==> src/asram_ctl_map.svh <==
// Purpose: Constants for the asynchronous one-bit memory controller.
// Assumes: 200 MHz clock, fastest speed grade timing.
// Notes: Times in ns; cycle counts derived from the clock period.
// Operation
// - A write runs from the later falling to the earlier rising control.
// - Address is valid no later than the select falling edge in a read.
// - Strobe low at least 6 ns; select and address valid 7 ns before end.
// - Write data set up 5 ns, held 1 ns; address may change 0 ns after.
// - Select is high before supply drops in retention, zero delay.
// - Contents kept at 2 V with select high; wait read cycle after recovery.
`ifndef ASRAM_CTL_MAP_SVH
`define ASRAM_CTL_MAP_SVH
`define ASRAM_CLK_PERIOD_NS 5
`define ASRAM_ADDR_W 16
`define ASRAM_READ_CYCLE_TIME_NS 9
`define ASRAM_ADDRESS_ACCESS_TIME_NS 9
`define ASRAM_OUTPUT_HOLD_TIME_NS 3
`define ASRAM_WRITE_PULSE_WIDTH_NS 6
`define ASRAM_SELECT_TO_WRITE_END_NS 7
`define ASRAM_WRITE_DATA_SETUP_NS 5
`define ASRAM_WRITE_DATA_HOLD_NS 1
`define ASRAM_DESELECT_TO_OUTPUT_FLOAT_NS 5
`define ASRAM_RETENTION_RECOVERY_NS 9
// Flip-flop stages between the read pin and the sequencer
`define ASRAM_SYNC_STAGES 2
// Least times round up to whole cycles
`define ASRAM_CEIL_CYC(ns) (((ns) + `ASRAM_CLK_PERIOD_NS - 1) / `ASRAM_CLK_PERIOD_NS)
`define ASRAM_RD_CYC `ASRAM_CEIL_CYC(`ASRAM_ADDRESS_ACCESS_TIME_NS)
`define ASRAM_WP_CYC `ASRAM_CEIL_CYC(`ASRAM_SELECT_TO_WRITE_END_NS)
`define ASRAM_DH_CYC `ASRAM_CEIL_CYC(`ASRAM_WRITE_DATA_HOLD_NS)
`define ASRAM_FLOAT_CYC `ASRAM_CEIL_CYC(`ASRAM_DESELECT_TO_OUTPUT_FLOAT_NS)
`define ASRAM_REC_CYC `ASRAM_CEIL_CYC(`ASRAM_RETENTION_RECOVERY_NS)
`endif

==> src/asram_pkg.sv <==
// Purpose: Types for the asynchronous one-bit memory controller.
// Assumes: Constants come from asram_ctl_map.svh.
// Notes: Gray codes in listing order: idle, read, write, hold, gap, retention, recovery.
`default_nettype none
package asram_pkg;
  typedef enum logic [2:0] {
    ASRAM_IDLE = 3'h0,
    ASRAM_RD = 3'h1,
    ASRAM_WR = 3'h3,
    ASRAM_WHOLD = 3'h2,
    ASRAM_GAP = 3'h6,
    ASRAM_RET = 3'h7,
    ASRAM_RECOV = 3'h5
  } asram_state_t;

  typedef struct packed {
    asram_state_t st;
    logic [3:0] cnt;
    logic [15:0] addr;
    logic wdata;
    logic sel_n;
    logic wstb_n;
    logic rdata;
    logic rvalid;
    logic done;
  } asram_regs_t;
endpackage : asram_pkg
`default_nettype wire

==> src/asram_ctl.sv <==
// Purpose: Host-side controller that drives a 64K x 1 asynchronous memory.
// Assumes: Single 200 MHz clock; memory read pin arrives asynchronously.
// Notes: Strobe-controlled writes; read data sampled after two-flop sync.
`timescale 1ns/1ps
`include "asram_ctl_map.svh"
`default_nettype none
module asram_ctl #(
  parameter int ADDR_W = `ASRAM_ADDR_W
) (
  input wire logic clock_i, // System clock
  input wire logic srst_i, // Synchronous reset, high
  input wire logic req_i, // Access request, level
  input wire logic we_i, // 1 write, 0 read
  input wire logic [ADDR_W-1:0] addr_i, // Word address
  input wire logic wdata_i, // Write bit
  input wire logic retain_i, // Ask for low-supply retention
  output logic ready_o, // Request accepted this cycle
  output logic rvalid_o, // Read bit valid, one cycle
  output logic rdata_o, // Read bit
  output logic done_o, // Access finished, one cycle
  output logic retained_o, // Select held high, supply may drop
  output logic [ADDR_W-1:0] mem_addr_o, // Memory address pins
  output logic mem_din_o, // Memory write data pin
  output logic mem_sel_n_o, // Memory chip select, low active
  output logic mem_wstb_n_o, // Memory write strobe, low active
  input wire logic mem_dout_i // Memory read data pin
);
  // Read wait adds the synchroniser stages so the sampled bit has settled
  localparam logic [3:0] RD_C = 4'(`ASRAM_RD_CYC + `ASRAM_SYNC_STAGES);
  localparam logic [3:0] WP_C = 4'(`ASRAM_WP_CYC);
  localparam logic [3:0] DH_C = 4'(`ASRAM_DH_CYC);
  localparam logic [3:0] GAP_C = 4'(`ASRAM_FLOAT_CYC);
  localparam logic [3:0] REC_C = 4'(`ASRAM_REC_CYC);

  // ----------------------------------------
  // Elaboration checks
  // ----------------------------------------
  // The address register is fixed at the memory's 16 address pins
  if (ADDR_W != `ASRAM_ADDR_W) begin : g_bad_addr_w
    $error("asram_ctl: ADDR_W must equal the 16-bit memory address");
  end
  // The read wait must fit the 4-bit step counter; the other waits must last at least one cycle
  if (`ASRAM_RD_CYC + `ASRAM_SYNC_STAGES > 15) begin : g_bad_rd_wait
    $error("asram_ctl: read wait does not fit the step counter");
  end
  if (`ASRAM_WP_CYC < 1 || `ASRAM_DH_CYC < 1) begin : g_bad_wr_wait
    $error("asram_ctl: write waits need at least one cycle");
  end
  if (`ASRAM_FLOAT_CYC < 1 || `ASRAM_REC_CYC < 1) begin : g_bad_gap_wait
    $error("asram_ctl: gap and recovery waits need at least one cycle");
  end

  // ----------------------------------------
  // Read pin synchroniser
  // ----------------------------------------
  logic dout_s1_r;
  logic dout_s2_r;
  // Only the second stage feeds the sequencer; the first may be metastable
  always_ff @(posedge clock_i) begin
    dout_s1_r <= mem_dout_i;
    dout_s2_r <= dout_s1_r;
  end

  // ----------------------------------------
  // Access sequencer
  // ----------------------------------------
  asram_pkg::asram_regs_t q_r;
  asram_pkg::asram_regs_t q_nxt;
  logic take;
  assign take = (q_r.st == asram_pkg::ASRAM_IDLE) && req_i && !retain_i;
  always_comb begin
    q_nxt = q_r;
    q_nxt.rvalid = 1'b0;
    q_nxt.done = 1'b0;
    unique case (q_r.st)
      asram_pkg::ASRAM_IDLE: begin
        if (retain_i) begin
          q_nxt.st = asram_pkg::ASRAM_RET;
        end else if (req_i) begin
          // Address is set together with select, never after it
          q_nxt.addr = 16'(addr_i);
          q_nxt.wdata = wdata_i;
          q_nxt.sel_n = 1'b0;
          q_nxt.cnt = we_i ? WP_C : RD_C;
          q_nxt.wstb_n = !we_i;
          q_nxt.st = we_i ? asram_pkg::ASRAM_WR : asram_pkg::ASRAM_RD;
        end
      end
      asram_pkg::ASRAM_RD: begin
        // Extra two cycles cover the synchroniser delay
        if (q_r.cnt == 4'h1) begin
          q_nxt.rdata = dout_s2_r;
          q_nxt.rvalid = 1'b1;
          q_nxt.done = 1'b1;
          q_nxt.sel_n = 1'b1;
          q_nxt.cnt = GAP_C;
          q_nxt.st = asram_pkg::ASRAM_GAP;
        end else begin
          q_nxt.cnt = q_r.cnt - 4'h1;
        end
      end
      asram_pkg::ASRAM_WR: begin
        if (q_r.cnt == 4'h1) begin
          q_nxt.wstb_n = 1'b1;
          q_nxt.cnt = DH_C;
          q_nxt.st = asram_pkg::ASRAM_WHOLD;
        end else begin
          q_nxt.cnt = q_r.cnt - 4'h1;
        end
      end
      asram_pkg::ASRAM_WHOLD: begin
        // Data and address held one cycle past the strobe rising
        if (q_r.cnt == 4'h1) begin
          q_nxt.sel_n = 1'b1;
          q_nxt.done = 1'b1;
          q_nxt.cnt = GAP_C;
          q_nxt.st = asram_pkg::ASRAM_GAP;
        end else begin
          q_nxt.cnt = q_r.cnt - 4'h1;
        end
      end
      asram_pkg::ASRAM_GAP: begin
        // Lets the device float its output before the next select
        if (q_r.cnt == 4'h1) begin
          q_nxt.st = asram_pkg::ASRAM_IDLE;
        end else begin
          q_nxt.cnt = q_r.cnt - 4'h1;
        end
      end
      asram_pkg::ASRAM_RET: begin
        if (!retain_i) begin
          q_nxt.cnt = REC_C;
          q_nxt.st = asram_pkg::ASRAM_RECOV;
        end
      end
      asram_pkg::ASRAM_RECOV: begin
        if (q_r.cnt == 4'h1) begin
          q_nxt.st = asram_pkg::ASRAM_IDLE;
        end else begin
          q_nxt.cnt = q_r.cnt - 4'h1;
        end
      end
      default: begin
        q_nxt.st = asram_pkg::ASRAM_IDLE;
        q_nxt.sel_n = 1'b1;
        q_nxt.wstb_n = 1'b1;
      end
    endcase
  end

  always_ff @(posedge clock_i) begin
    if (srst_i) begin
      q_r <= '{st: asram_pkg::ASRAM_IDLE, cnt: 4'h0, addr: 16'h0000, wdata: 1'b0,
               sel_n: 1'b1, wstb_n: 1'b1, rdata: 1'b0, rvalid: 1'b0, done: 1'b0};
    end else begin
      q_r <= q_nxt;
    end
  end

  // ----------------------------------------
  // Outputs
  // ----------------------------------------
  // Combinational so a request is taken in its first idle cycle
  assign ready_o = take;
  assign rvalid_o = q_r.rvalid;
  assign rdata_o = q_r.rdata;
  assign done_o = q_r.done;
  assign retained_o = (q_r.st == asram_pkg::ASRAM_RET);
  assign mem_addr_o = q_r.addr;
  assign mem_din_o = q_r.wdata;
  assign mem_sel_n_o = q_r.sel_n;
  assign mem_wstb_n_o = q_r.wstb_n;

  // ----------------------------------------
  // Checks
  // ----------------------------------------
  // Pins are registered, so each check sees them one edge after the step that set them
  chk_write_pulse_len: assert property (@(posedge clock_i) disable iff (srst_i)
    $fell(mem_wstb_n_o) |-> !mem_wstb_n_o [*2] ##1 !mem_sel_n_o)
    else $error("write strobe pulse too short");
  chk_strobe_inside_sel: assert property (@(posedge clock_i) disable iff (srst_i)
    !mem_wstb_n_o |-> !mem_sel_n_o)
    else $error("strobe low while deselected");
  chk_addr_stable_sel: assert property (@(posedge clock_i) disable iff (srst_i)
    !mem_sel_n_o && !$rose(mem_sel_n_o) && !$fell(mem_sel_n_o) |-> $stable(mem_addr_o))
    else $error("address moved during access");
  chk_data_hold: assert property (@(posedge clock_i) disable iff (srst_i)
    $rose(mem_wstb_n_o) |-> $stable(mem_din_o) && $stable(mem_addr_o) && !mem_sel_n_o)
    else $error("write data not held");
  chk_read_spacing: assert property (@(posedge clock_i) disable iff (srst_i)
    $fell(mem_sel_n_o) && mem_wstb_n_o |-> !mem_sel_n_o [*4] ##1 rvalid_o)
    else $error("read sampled too early");
  chk_float_gap: assert property (@(posedge clock_i) disable iff (srst_i)
    $rose(mem_sel_n_o) |-> mem_sel_n_o [*2])
    else $error("reselected before float");
  chk_retain_sel_high: assert property (@(posedge clock_i) disable iff (srst_i)
    retained_o |-> mem_sel_n_o && mem_wstb_n_o)
    else $error("select low in retention");
  chk_recovery_wait: assert property (@(posedge clock_i) disable iff (srst_i)
    $fell(retained_o) |-> mem_sel_n_o [*2])
    else $error("access before recovery");
  chk_take_selects: assert property (@(posedge clock_i) disable iff (srst_i)
    ready_o |=> !mem_sel_n_o && (mem_addr_o == $past(addr_i)))
    else $error("address not presented with select");
  chk_write_starts: assert property (@(posedge clock_i) disable iff (srst_i)
    ready_o && we_i |=> !mem_wstb_n_o && (mem_din_o == $past(wdata_i)))
    else $error("write not started on take");
  chk_read_no_strobe: assert property (@(posedge clock_i) disable iff (srst_i)
    ready_o && !we_i |=> mem_wstb_n_o [*4])
    else $error("strobe low during a read");
  chk_done_deselects: assert property (@(posedge clock_i) disable iff (srst_i)
    done_o |=> !done_o && mem_sel_n_o)
    else $error("access not closed after done");
  chk_sel_after_take: assert property (@(posedge clock_i) disable iff (srst_i)
    $fell(mem_sel_n_o) |-> $past(ready_o))
    else $error("select fell without a taken request");

  // ----------------------------------------
  // Coverage
  // ----------------------------------------
  cov_read: cover property (@(posedge clock_i) disable iff (srst_i) rvalid_o);
  cov_write: cover property (@(posedge clock_i) disable iff (srst_i) $rose(mem_wstb_n_o));
  cov_retain: cover property (@(posedge clock_i) disable iff (srst_i) $fell(retained_o));
  cov_back_to_back: cover property (@(posedge clock_i) disable iff (srst_i)
    done_o ##[1:3] ready_o);
  cov_refused: cover property (@(posedge clock_i) disable iff (srst_i) req_i && retained_o);
endmodule : asram_ctl
`default_nettype wire

==> config.mk <==
export PLATFORM = sky130hd
export DESIGN_NAME = asram_ctl
export DESIGN_NICKNAME = d
export VERILOG_FILES = /design/src/asram_pkg.sv /design/src/asram_ctl.sv
export VERILOG_INCLUDE_DIRS = /design/src
export SDC_FILE = /design/constraint.sdc
export NUM_CORES = 1
export LEC_CHECK = 0
export BUFFER_PORTS_ARGS = -buffer_cell sky130_fd_sc_hd__buf_2
export CAP_MARGIN = 20
export CORE_MARGIN = 4
export CORE_UTILIZATION = 50
export CTS_CLUSTER_DIAMETER = 150
export DETAILED_ROUTE_END_ITERATION = 6
export GPL_TIMING_DRIVEN = 0
export PLACE_DENSITY_LB_ADDON = 0.05
export SYNTH_ARGS = -nofsm -noshare
export SYNTH_HDL_FRONTEND = slang
export SYNTH_SLANG_ARGS = --single-unit
export TNS_END_PERCENT = 100
==> constraint.sdc <==
create_clock -name clock_i -period 2.2 [get_ports clock_i]
set_input_delay 0.44 -clock clock_i [delete_from_list [all_inputs] [get_ports clock_i]]
set_output_delay 0.44 -clock clock_i [all_outputs]
set_load 0.02 [all_outputs]
# Word level (Yosys, flattened, before mapping)
# Cells that the tools add are included.
# W data, S select, Z words.
[classes]
n_addsub = 1
eq_ne = 15
n_mux = 19
bitwise_logic = 4
reduce_logical = 18
[op_table]
columns = ["cell", "n"]
rows = [
  ["$mux W26", 1],
  ["$mux W23", 1],
  ["$pmux W4 S4", 1],
  ["$mux W3", 5],
  ["$pmux W3 S5", 1],
  ["$ne A2 B2 Y1 const B", 5],
  ["$reduce_and A5 Y1", 2],
  ["$eq A3 B3 Y1 const B", 3],
  ["$mux W4", 2],
  ["$reduce_and A4 Y1", 2],
  ["$mux W7", 1],
  ["$eq A3 B2 Y1 const B", 2],
  ["$pmux W1 S3", 2],
  ["$reduce_or A2 Y1", 3],
  ["$reduce_or A5 Y1", 1],
  ["$eq A4 B1 Y1 const B", 1],
  ["$mux W2", 2],
  ["$ne A2 B1 Y1 const B", 2],
  ["$not A1 Y1", 4],
  ["$reduce_bool A4 Y1", 1],
  ["$reduce_or A4 Y1", 1],
  ["$sub A4 B1 Y4 const B", 1],
  ["$eq A3 B1 Y1 const B", 1],
  ["$logic_not A3 Y1", 1],
  ["8 further kinds", 11],
]
[totals]
reg_bits = 31
inputBits = 23
output_inout_bits = 24
word_cells = 68

# Longest topological paths before layout
# Gate-level depths: netlist of run 1.
[logic_depth]
ltp_word = 4
ltp_mapped = 7
mapped_depth_nobuf = 6

# Least setup slack after synthesis of run 1
# Ideal clock, no wire load.
[synth_timing]
kind = "input port to output port"
start = "input port req_i"
end = "output port ready_o"
arrival_ns = 1.204
slack_ns = 0.556
path_stages = 4
cell_sequence = "nor2b_1 nand2_1 inv_2 buf_2"
[synth_via]
elab_chain_len = 2
[synth_rtl]
columns = ["element", "line", "rtl"]
rows = [
  ["start: declaration", "asram_ctl.sv:12", "input wire logic req_i,"],
  ["$logic_and A1 B1 Y1 (2 in a row)", "asram_ctl.sv:70", "assign take = (q_r.st == asram_pkg::ASRAM_IDLE) && req_i && !retain_i;"],
  ["end: declaration", "asram_ctl.sv:17", "output logic ready_o,"],
]
# Every way passes these cells.

# Worst setup path in the final report of run 1
[layout_timing]
start = "register q_r[26] (netlist bit)"
end = "output port ready_o"
[layout_via]
elab_chain_len = 3
[layout_rtl]
columns = ["element", "line", "rtl"]
rows = [
  ["start: declaration", "asram_ctl.sv:67", "asram_pkg::asram_regs_t q_r;"],
  ["start signal: assignment", "asram_ctl.sv:153", "q_r <= '{st: asram_pkg::ASRAM_IDLE, cnt: 4'h0, addr: 16'h0000, wdata: 1'b0,"],
  ["start signal: assignment", "asram_ctl.sv:156", "q_r <= q_nxt;"],
  ["$logic_not A3 Y1", "asram_ctl.sv:70", ""],
  ["$logic_and A1 B1 Y1 (2 in a row)", "asram_ctl.sv:70", ""],
]
# Every way passes these cells.

==> qor.txt, run 1 <==
endpoint type of the worst setup path = primary output
number of instances in the synthesized netlist = 184
Post-synth EDFFs = 0
overall routed net length = 3469 um
Syn. warnings = 0
global-route wire length before repair = 5892 um
largest fanout on the critical path = 18
Worst R2R Setup Slack = 340 ps
number of distinct standard cells referenced by the synthesized netlist = 45
final cell utilization of the core = 65.19%
Setup CP Type = reg2out
First-pass DRT Iterations = 4
initial core utilization = 53.87%
die outline area = 3995 um^2
floorplan die width = 63.21 um
num ports = 47
total of hold buffers inserted after clock tree synthesis = 0
status = completed
leading register cell type out of synthesis = sky130_fd_sc_hd__dfxtp_1
cell area after synthesis = 1524 um^2
highest clock rate = 486.6 MHz
sequential-to-total area share from yosys stat = 40.72%
post-synthesis to final-layout area growth = 21.02%
buffer cell driving the clock tree root = sky130_fd_sc_hd__clkbuf_4
via count of the first global-routing pass = 1353
total clock buffers created by CTS = 5
CTS tree = done
average detailed-routed wire length per instance = 13.04 um
number of nets at the end of the flow = 260
areal power density over the cells = 1099 nW/um^2
Post-synth ARST share = 0%
Critical path origin = q_r[26]$_SDFFE_PP0P_
Clock Tree Buf Depth = 2
vertical extent of the die = 63.21 um
I/O Buffers = 45
most area-consuming cells after synthesis = sky130_fd_sc_hd__dfxtp_1 41%, sky130_fd_sc_hd__nand2_1 11%, sky130_fd_sc_hd__buf_4 7.9%
reg-to-reg startpoint = q_r[22]$_SDFFE_PP0P_
iteration-0 DRC count of the detailed router = 72
type of origin of the critical path = register
Worst R2R Path Depth = 5
end of the worst register-to-register path = q_r[24]$_SDFFE_PP0P_
placer congestion estimate = 0.7817
fraction of post-synthesis cell area in the top cell type by area = 40.72%
Final Setup Violations = 0
number of remaining DRC errors = 0
vias per std cell = 5.402
HPWL after detailed placement = 2600 um
number of synthesized register bits = 31
area inside the core boundary = 2829 um^2
unrepaired setup endpoints after global routing = false
Via Count = 1437
average size of a mapped cell = 8.282 um^2
Period minus WS final = 2055 ps
n_diodes = 0
period utilisation layout = 93.41%
worst setup path endpoint = ready_o
Hold Crit Class = in2reg
number of nets still failing antenna checks after routing = 0
Max-Cap Viols = 0
Clk pin slew, worst setup/hold paths = 90 ps
CTS H-Tree Depth = 2
Slew Limit Fails = 0
number of antenna violations at the first check in global routing = 0
Worst Tran Pin Value = 644.4 ps
maximum number of pins on one net before global-route repair = 19
setup skew after layout = 8.344 ps
Clk Latency, worst-skew pair = 320 ps
net count of the mapped netlist = 209
relative slew slack = 56.93%
cell type with the largest total area after synthesis = sky130_fd_sc_hd__dfxtp_1
share of cells above drive strength 1 = 34.89%
largest voltage drop on the vdd net = 0.6031 mV
Clock Sink Count = 31
global router's overall resource usage = 18.10%
leakage power summed over all cells = 0.8250 nW
final setup TNS = 0 ps
Req. time, crit path = 1760 ps
row count = 19
data arrival time of the worst path = 1610 ps
number of endpoints with negative hold slack in the final report = 0
gr ovfl total = 0
[per-layer routing]
layer,track usage [%],vias to the layer above,routed length [um]
met5,0,-,0
met4,5.930,0,13
met3,7.282,2,309
met2,30.04,62,1632
met1,21.20,651,1512
li1,-,722,-
[layout by cell type, fill, tap and decap left out, drive strengths merged, types with 2 or more instances in the layout]
cell type,synthesis,layout
o31ai,2,2
o211ai,2,2
buf,21,65
a211oi,2,2
nor4,2,2
ha,2,2
clkbuf,5,11
o21ai,6,6
nor3,3,3
a221oi,3,3
mux2i,2,2
nor4b,2,2
inv,6,6
nand2,43,43
o32ai,2,2
nor2,4,4
dfxtp,31,31
a21oi,24,24
nor2b,4,4
a211o,2,2
[cell families (layout without fill, tap and decap cells)]
| family | count (synthesis) | count (layout) | synth area share, % |
|---|---|---|---|
| and+or+nand+nor | 66 | 66 | 21.43 |
| AOI/OAI and AO/OA | 49 | 49 | 20.61 |
| buffers and inverters | 32 | 83 | 12.97 |
| DFF | 31 | 31 | 40.72 |
| muxes | 3 | 3 | 2.053 |
| adders and majority gates | 2 | 2 | 1.642 |
| xor gates and xnor gates | 1 | 1 | 0.5748 |
[metrics by stage]
stage | cell area, um^2 | setup WS, ps | hold WS, ps | total power [mW] | cells
5_1_grt | 1844 | 32.73 | 200.2 | 2.200 | 266
3_5_place_dp | 1788 | 39.55 | 322.3 | 1.696 | 260
3_3_place_gp | 1788 | 93.62 | 317.4 | 1.658 | 260
2_1_floorplan | 1524 | 556.3 | 309.6 | 1.482 | 184
6_report | 1844 | 145.1 | 217.9 | 2.028 | 266
4_1_cts | 1842 | 54.70 | 201.3 | 2.034 | 266
[Yosys cell counts (2+ instances only)]
library cell                n
sky130_fd_sc_hd__nand2_1   43
sky130_fd_sc_hd__dfxtp_1   31
sky130_fd_sc_hd__a21oi_1   23
sky130_fd_sc_hd__buf_4     16
sky130_fd_sc_hd__clkbuf_1   5
sky130_fd_sc_hd__inv_1      5
sky130_fd_sc_hd__nor2b_1    4
sky130_fd_sc_hd__a221oi_1   3
sky130_fd_sc_hd__nor2_1     3
sky130_fd_sc_hd__o21ai_0    3
sky130_fd_sc_hd__o21ai_1    3
sky130_fd_sc_hd__a211o_1    2
sky130_fd_sc_hd__a211oi_2   2
sky130_fd_sc_hd__buf_2      2
sky130_fd_sc_hd__buf_6      2
sky130_fd_sc_hd__ha_1       2
sky130_fd_sc_hd__mux2i_1    2
sky130_fd_sc_hd__nor3_1     2
sky130_fd_sc_hd__nor4_1     2
sky130_fd_sc_hd__o211ai_1   2
sky130_fd_sc_hd__o31ai_1    2
sky130_fd_sc_hd__o32ai_1    2
[where the power goes]
group	switching, mW	internal [mW]	total [mW]
Sequential	0.0953	0.668	0.763
Combinational	0.532	0.400	0.932
Clock	0.185	0.148	0.332
Total	0.812	1.22	2.03
[final cells by class]
type | instances | area (um^2)
multi-input combinational | 121 | 708.2
fill | 267 | 984.7
timing repair buffer | 45 | 225.2
sequential | 31 | 620.6
tap | 31 | 38.79
buffer | 25 | 170.2
clock buffer | 6 | 51.30
clock inverter | 1 | 5.005
inverter | 6 | 25.02
[flip-flops by register name, indices dropped and copies added, names as in the netlist]
signal and flops:
mem_addr_o 16, dout_s1_r 1, q_r 7, dout_s2_r 1
rvalid_o 1, mem_sel_n_o 1, mem_din_o 1, done_o 1
rdata_o 1, mem_wstb_n_o 1
[worst min-delay path by stage]
stage,from,endpoint,depth (start not counted)
after floorplan,dout_s1_r$_DFF_P_,dout_s2_r$_DFF_P_,0
after global placement,dout_s1_r$_DFF_P_,dout_s2_r$_DFF_P_,0
after detailed placement,dout_s1_r$_DFF_P_,dout_s2_r$_DFF_P_,0
after CTS,mem_dout_i,dout_s1_r$_DFF_P_,1
after global routing,mem_dout_i,dout_s1_r$_DFF_P_,1
final,mem_dout_i,dout_s1_r$_DFF_P_,1
[critical path: stages (launching register included)]
cell and delay, ps:
sky130_fd_sc_hd__dfxtp_1 320, sky130_fd_sc_hd__buf_6 130, sky130_fd_sc_hd__nor3_2 230, sky130_fd_sc_hd__nand2_2 200
sky130_fd_sc_hd__inv_4 210, sky130_fd_sc_hd__buf_2 200
[timing repair]
| action | CTS | global route |
|---|---|---|
| cloned | 0 | 0 |
| resized for setup | 1 | 2 |
| buffers inserted | 0 | 0 |
| setup endpoints to repair | 1 | 1 |
Note: power is estimated with default switching activity, not from simulation.
==> run 2, diff against run 1 <==
--- a/config.mk
+++ b/config.mk
@@ -6,13 +6,14 @@
 export SDC_FILE = /design/constraint.sdc
 export NUM_CORES = 1
 export LEC_CHECK = 0
-export BUFFER_PORTS_ARGS = -buffer_cell sky130_fd_sc_hd__buf_2
+export BUFFER_PORTS_ARGS = -buffer_cell sky130_fd_sc_hd__buf_4
 export CAP_MARGIN = 20
 export CORE_MARGIN = 4
 export CORE_UTILIZATION = 50
 export CTS_CLUSTER_DIAMETER = 150
 export DETAILED_ROUTE_END_ITERATION = 6
 export GPL_TIMING_DRIVEN = 0
+export HOLD_SLACK_MARGIN = 0.1
 export PLACE_DENSITY_LB_ADDON = 0.05
 export SYNTH_ARGS = -nofsm -noshare
 export SYNTH_HDL_FRONTEND = slang
==> run 2 against run 1 <==
Effect of this change: worst hold slack worse by 1.7 ps; sequential share of layout area shrank 1.9 points; die area did not move; routed wire length down 0.69%; fmax decreased by 0.44%; register-to-register slack improved by 110 ps; clock skew rose by 7.8 ps; critical path depth is the same.
==> qor.txt, run 2 (synthesized netlist as in run 1, its figures left out) <==
vertical extent of the die = 63.21 um (unchanged)
clock network fraction of design power = 16.2% (-0.2 points)
Hold Crit Class = in2reg
end of the worst register-to-register path = q_r[24]$_SDFFE_PP0P_
data arrival time of the worst path = 1620 ps (about the same)
Final Setup Violations = 0 (unchanged)
type of origin of the critical path = register
placer congestion estimate = 0.8516 (+8.9%)
number of nets at the end of the flow = 260 (unchanged)
leakage power summed over all cells = 0.8451 nW (+2.4%)
global router's overall resource usage = 18.48% (+0.38 points)
flip-flop count of the largest register, all copies and words added = 16 (unchanged)
CTS tree = done
buffer cell driving the clock tree root = sky130_fd_sc_hd__clkbuf_4
relative slew slack = 61.35% (+4.4 points)
row count = 19 (unchanged)
Period minus WS final = 2064 ps (+8.982 ps)
commonest cells after routing, fill and taps aside = 61 x sky130_fd_sc_hd__buf_4, 42 x sky130_fd_sc_hd__nand2_1, 31 x sky130_fd_sc_hd__dfxtp_1
largest voltage drop on the vdd net = 0.7395 mV (+23%)
final setup TNS = 0 ps (unchanged)
floorplan die width = 63.21 um (unchanged)
most common cell after layout, fill and taps aside = sky130_fd_sc_hd__buf_4
final total power = 2.067 mW (+1.9%)
Req. time, crit path = 1760 ps (about the same)
total clock buffers created by CTS = 5 (unchanged)
proportion of power drawn by flip-flops and latches = 37.0% (-0.6 points)
via count of the first global-routing pass = 1384 (+2.3%)
Internal = 1.254 mW (+3.1%)
Net Sw Power = 0.8131 mW (+0.17%)
I/O Buffers = 45 (unchanged)
Worst Tran Pin Value = 578.2 ps (-66.17 ps)
average detailed-routed wire length per instance = 12.95 um (-0.69%)
HPWL after detailed placement = 2623 um (+0.86%)
areal power density over the cells = 1056 nW/um^2 (-3.9%)
post-synthesis to final-layout area growth = 28.41%
number of nets still failing antenna checks after routing = 0 (unchanged)
unrepaired setup endpoints after global routing = false
overall routed net length = 3445 um (-0.69%)
area inside the core boundary = 2829 um^2 (unchanged)
gr ovfl total = 0 (unchanged)
reg-to-reg startpoint = q_r[22]$_SDFFE_PP0P_
iteration-0 DRC count of the detailed router = 90 (+25%)
Worst R2R Path Depth = 5 (unchanged)
status = completed
hold path depth = 1 (unchanged)
number of antenna violations at the first check in global routing = 0 (unchanged)
Slew Limit Fails = 0 (unchanged)
part of the total power dissipated in combinational logic = 46.8% (+0.8 points)
number of remaining DRC errors = 0 (unchanged)
maximum number of pins on one net before global-route repair = 19 (unchanged)
n_diodes = 0 (unchanged)
largest fanout on the critical path = 18 (unchanged)
period utilisation layout = 93.81% (+0.41 points)
CTS H-Tree Depth = 2 (unchanged)
Setup CP Type = reg2out
endpoint type of the worst setup path = primary output
Via Count = 1437 (unchanged)
die outline area = 3995 um^2 (unchanged)
initial core utilization = 53.87% (unchanged)
Clock Sink Count = 31 (unchanged)
worst setup path endpoint = ready_o
total of hold buffers inserted after clock tree synthesis = 0 (unchanged)
highest clock rate = 484.5 MHz (-0.44%)
Max-Cap Viols = 0 (unchanged)
switching power share of the total = 39.34% (-0.69 points)
num ports = 47 (unchanged)
First-pass DRT Iterations = 4 (unchanged)
setup skew after layout = 16.10 ps (+7.759 ps)
vias per std cell = 5.402 (unchanged)
Critical path origin = q_r[28]$_SDFFE_PP0P_
share of cells above drive strength 1 = 34.89% (unchanged)
global-route wire length before repair = 5961 um (+1.2%)
number of endpoints with negative hold slack in the final report = 0 (unchanged)
Clk pin slew, worst setup/hold paths = 100 ps (about the same)
Clock Tree Buf Depth = 2 (unchanged)
Clk Latency, worst-skew pair = 340 ps (+20 ps)
Worst R2R Setup Slack = 450 ps (+110 ps)
[run 2: power by group through the flow]
stage / logic, mW / registers [mW] / clock network, mW
final: 0.968 / 0.765 / 0.334
after global routing: 1.08 / 0.780 / 0.379
after CTS: 0.964 / 0.762 / 0.344
after detailed placement: 0.961 / 0.775 / 0
after global placement: 0.931 / 0.768 / 0
after floorplan: 0.706 / 0.776 / 0
[run 2: what timing repair did]
action / CTS / global route
resized for setup: 1 / 2
pin swaps: 0 / 0
setup endpoints to repair: 1 / 1
cloned: 0 / 0
buffers inserted: 0 / 0
[run 2: worst min path at each step]
stage	slack [ps]	to	start
2_1_floorplan	310	dout_s2_r$_DFF_P_	dout_s1_r$_DFF_P_
3_3_place_gp	320	dout_s2_r$_DFF_P_	dout_s1_r$_DFF_P_
3_5_place_dp	320	dout_s2_r$_DFF_P_	dout_s1_r$_DFF_P_
4_1_cts	200	dout_s1_r$_DFF_P_	mem_dout_i
5_1_grt	200	dout_s1_r$_DFF_P_	mem_dout_i
6_report	220	dout_s1_r$_DFF_P_	mem_dout_i
[run 2: cell type report]
class	count	area (um^2)
timing repair buffer	45	337.8
tap	31	38.79
clock inverter	1	5.005
multi-input combinational	121	708.2
fill	240	872.1
buffer	25	170.2
inverter	6	25.02
sequential	31	620.6
clock buffer	6	51.30
[run 2: critical path, stage by stage (launching register included)]
cell	delay, ps
sky130_fd_sc_hd__dfxtp_1	340
sky130_fd_sc_hd__buf_6	150
sky130_fd_sc_hd__nor3_2	210
sky130_fd_sc_hd__nand2_2	190
sky130_fd_sc_hd__inv_4	210
sky130_fd_sc_hd__buf_4	180
[run 2: per-layer routing]
layer / GRT usage, % / wire [um] / vias up
met1: 22.32 / 1446 / 655
met5: 0 / 0 / -
met4: 7.278 / 66 / 0
met3: 6.927 / 269 / 10
met2: 29.64 / 1661 / 52
li1: - / - / 720
[run 2: through the flow]
step | instance area [um^2] | cells | utilization [%] | hold WS (ps) | setup slack, ps
after detailed placement | 1901 | 260 | 67.18 | 319.6 | 72.34
after CTS | 1954 | 266 | 69.08 | 202.7 | 61.32
final | 1957 | 266 | 69.17 | 216.3 | 136.1
after global routing | 1957 | 266 | 69.17 | 198.2 | 30.66
after global placement | 1901 | 260 | 67.18 | 316.7 | 98.88
after floorplan | 1524 | 184 | - | 309.6 | 556.3
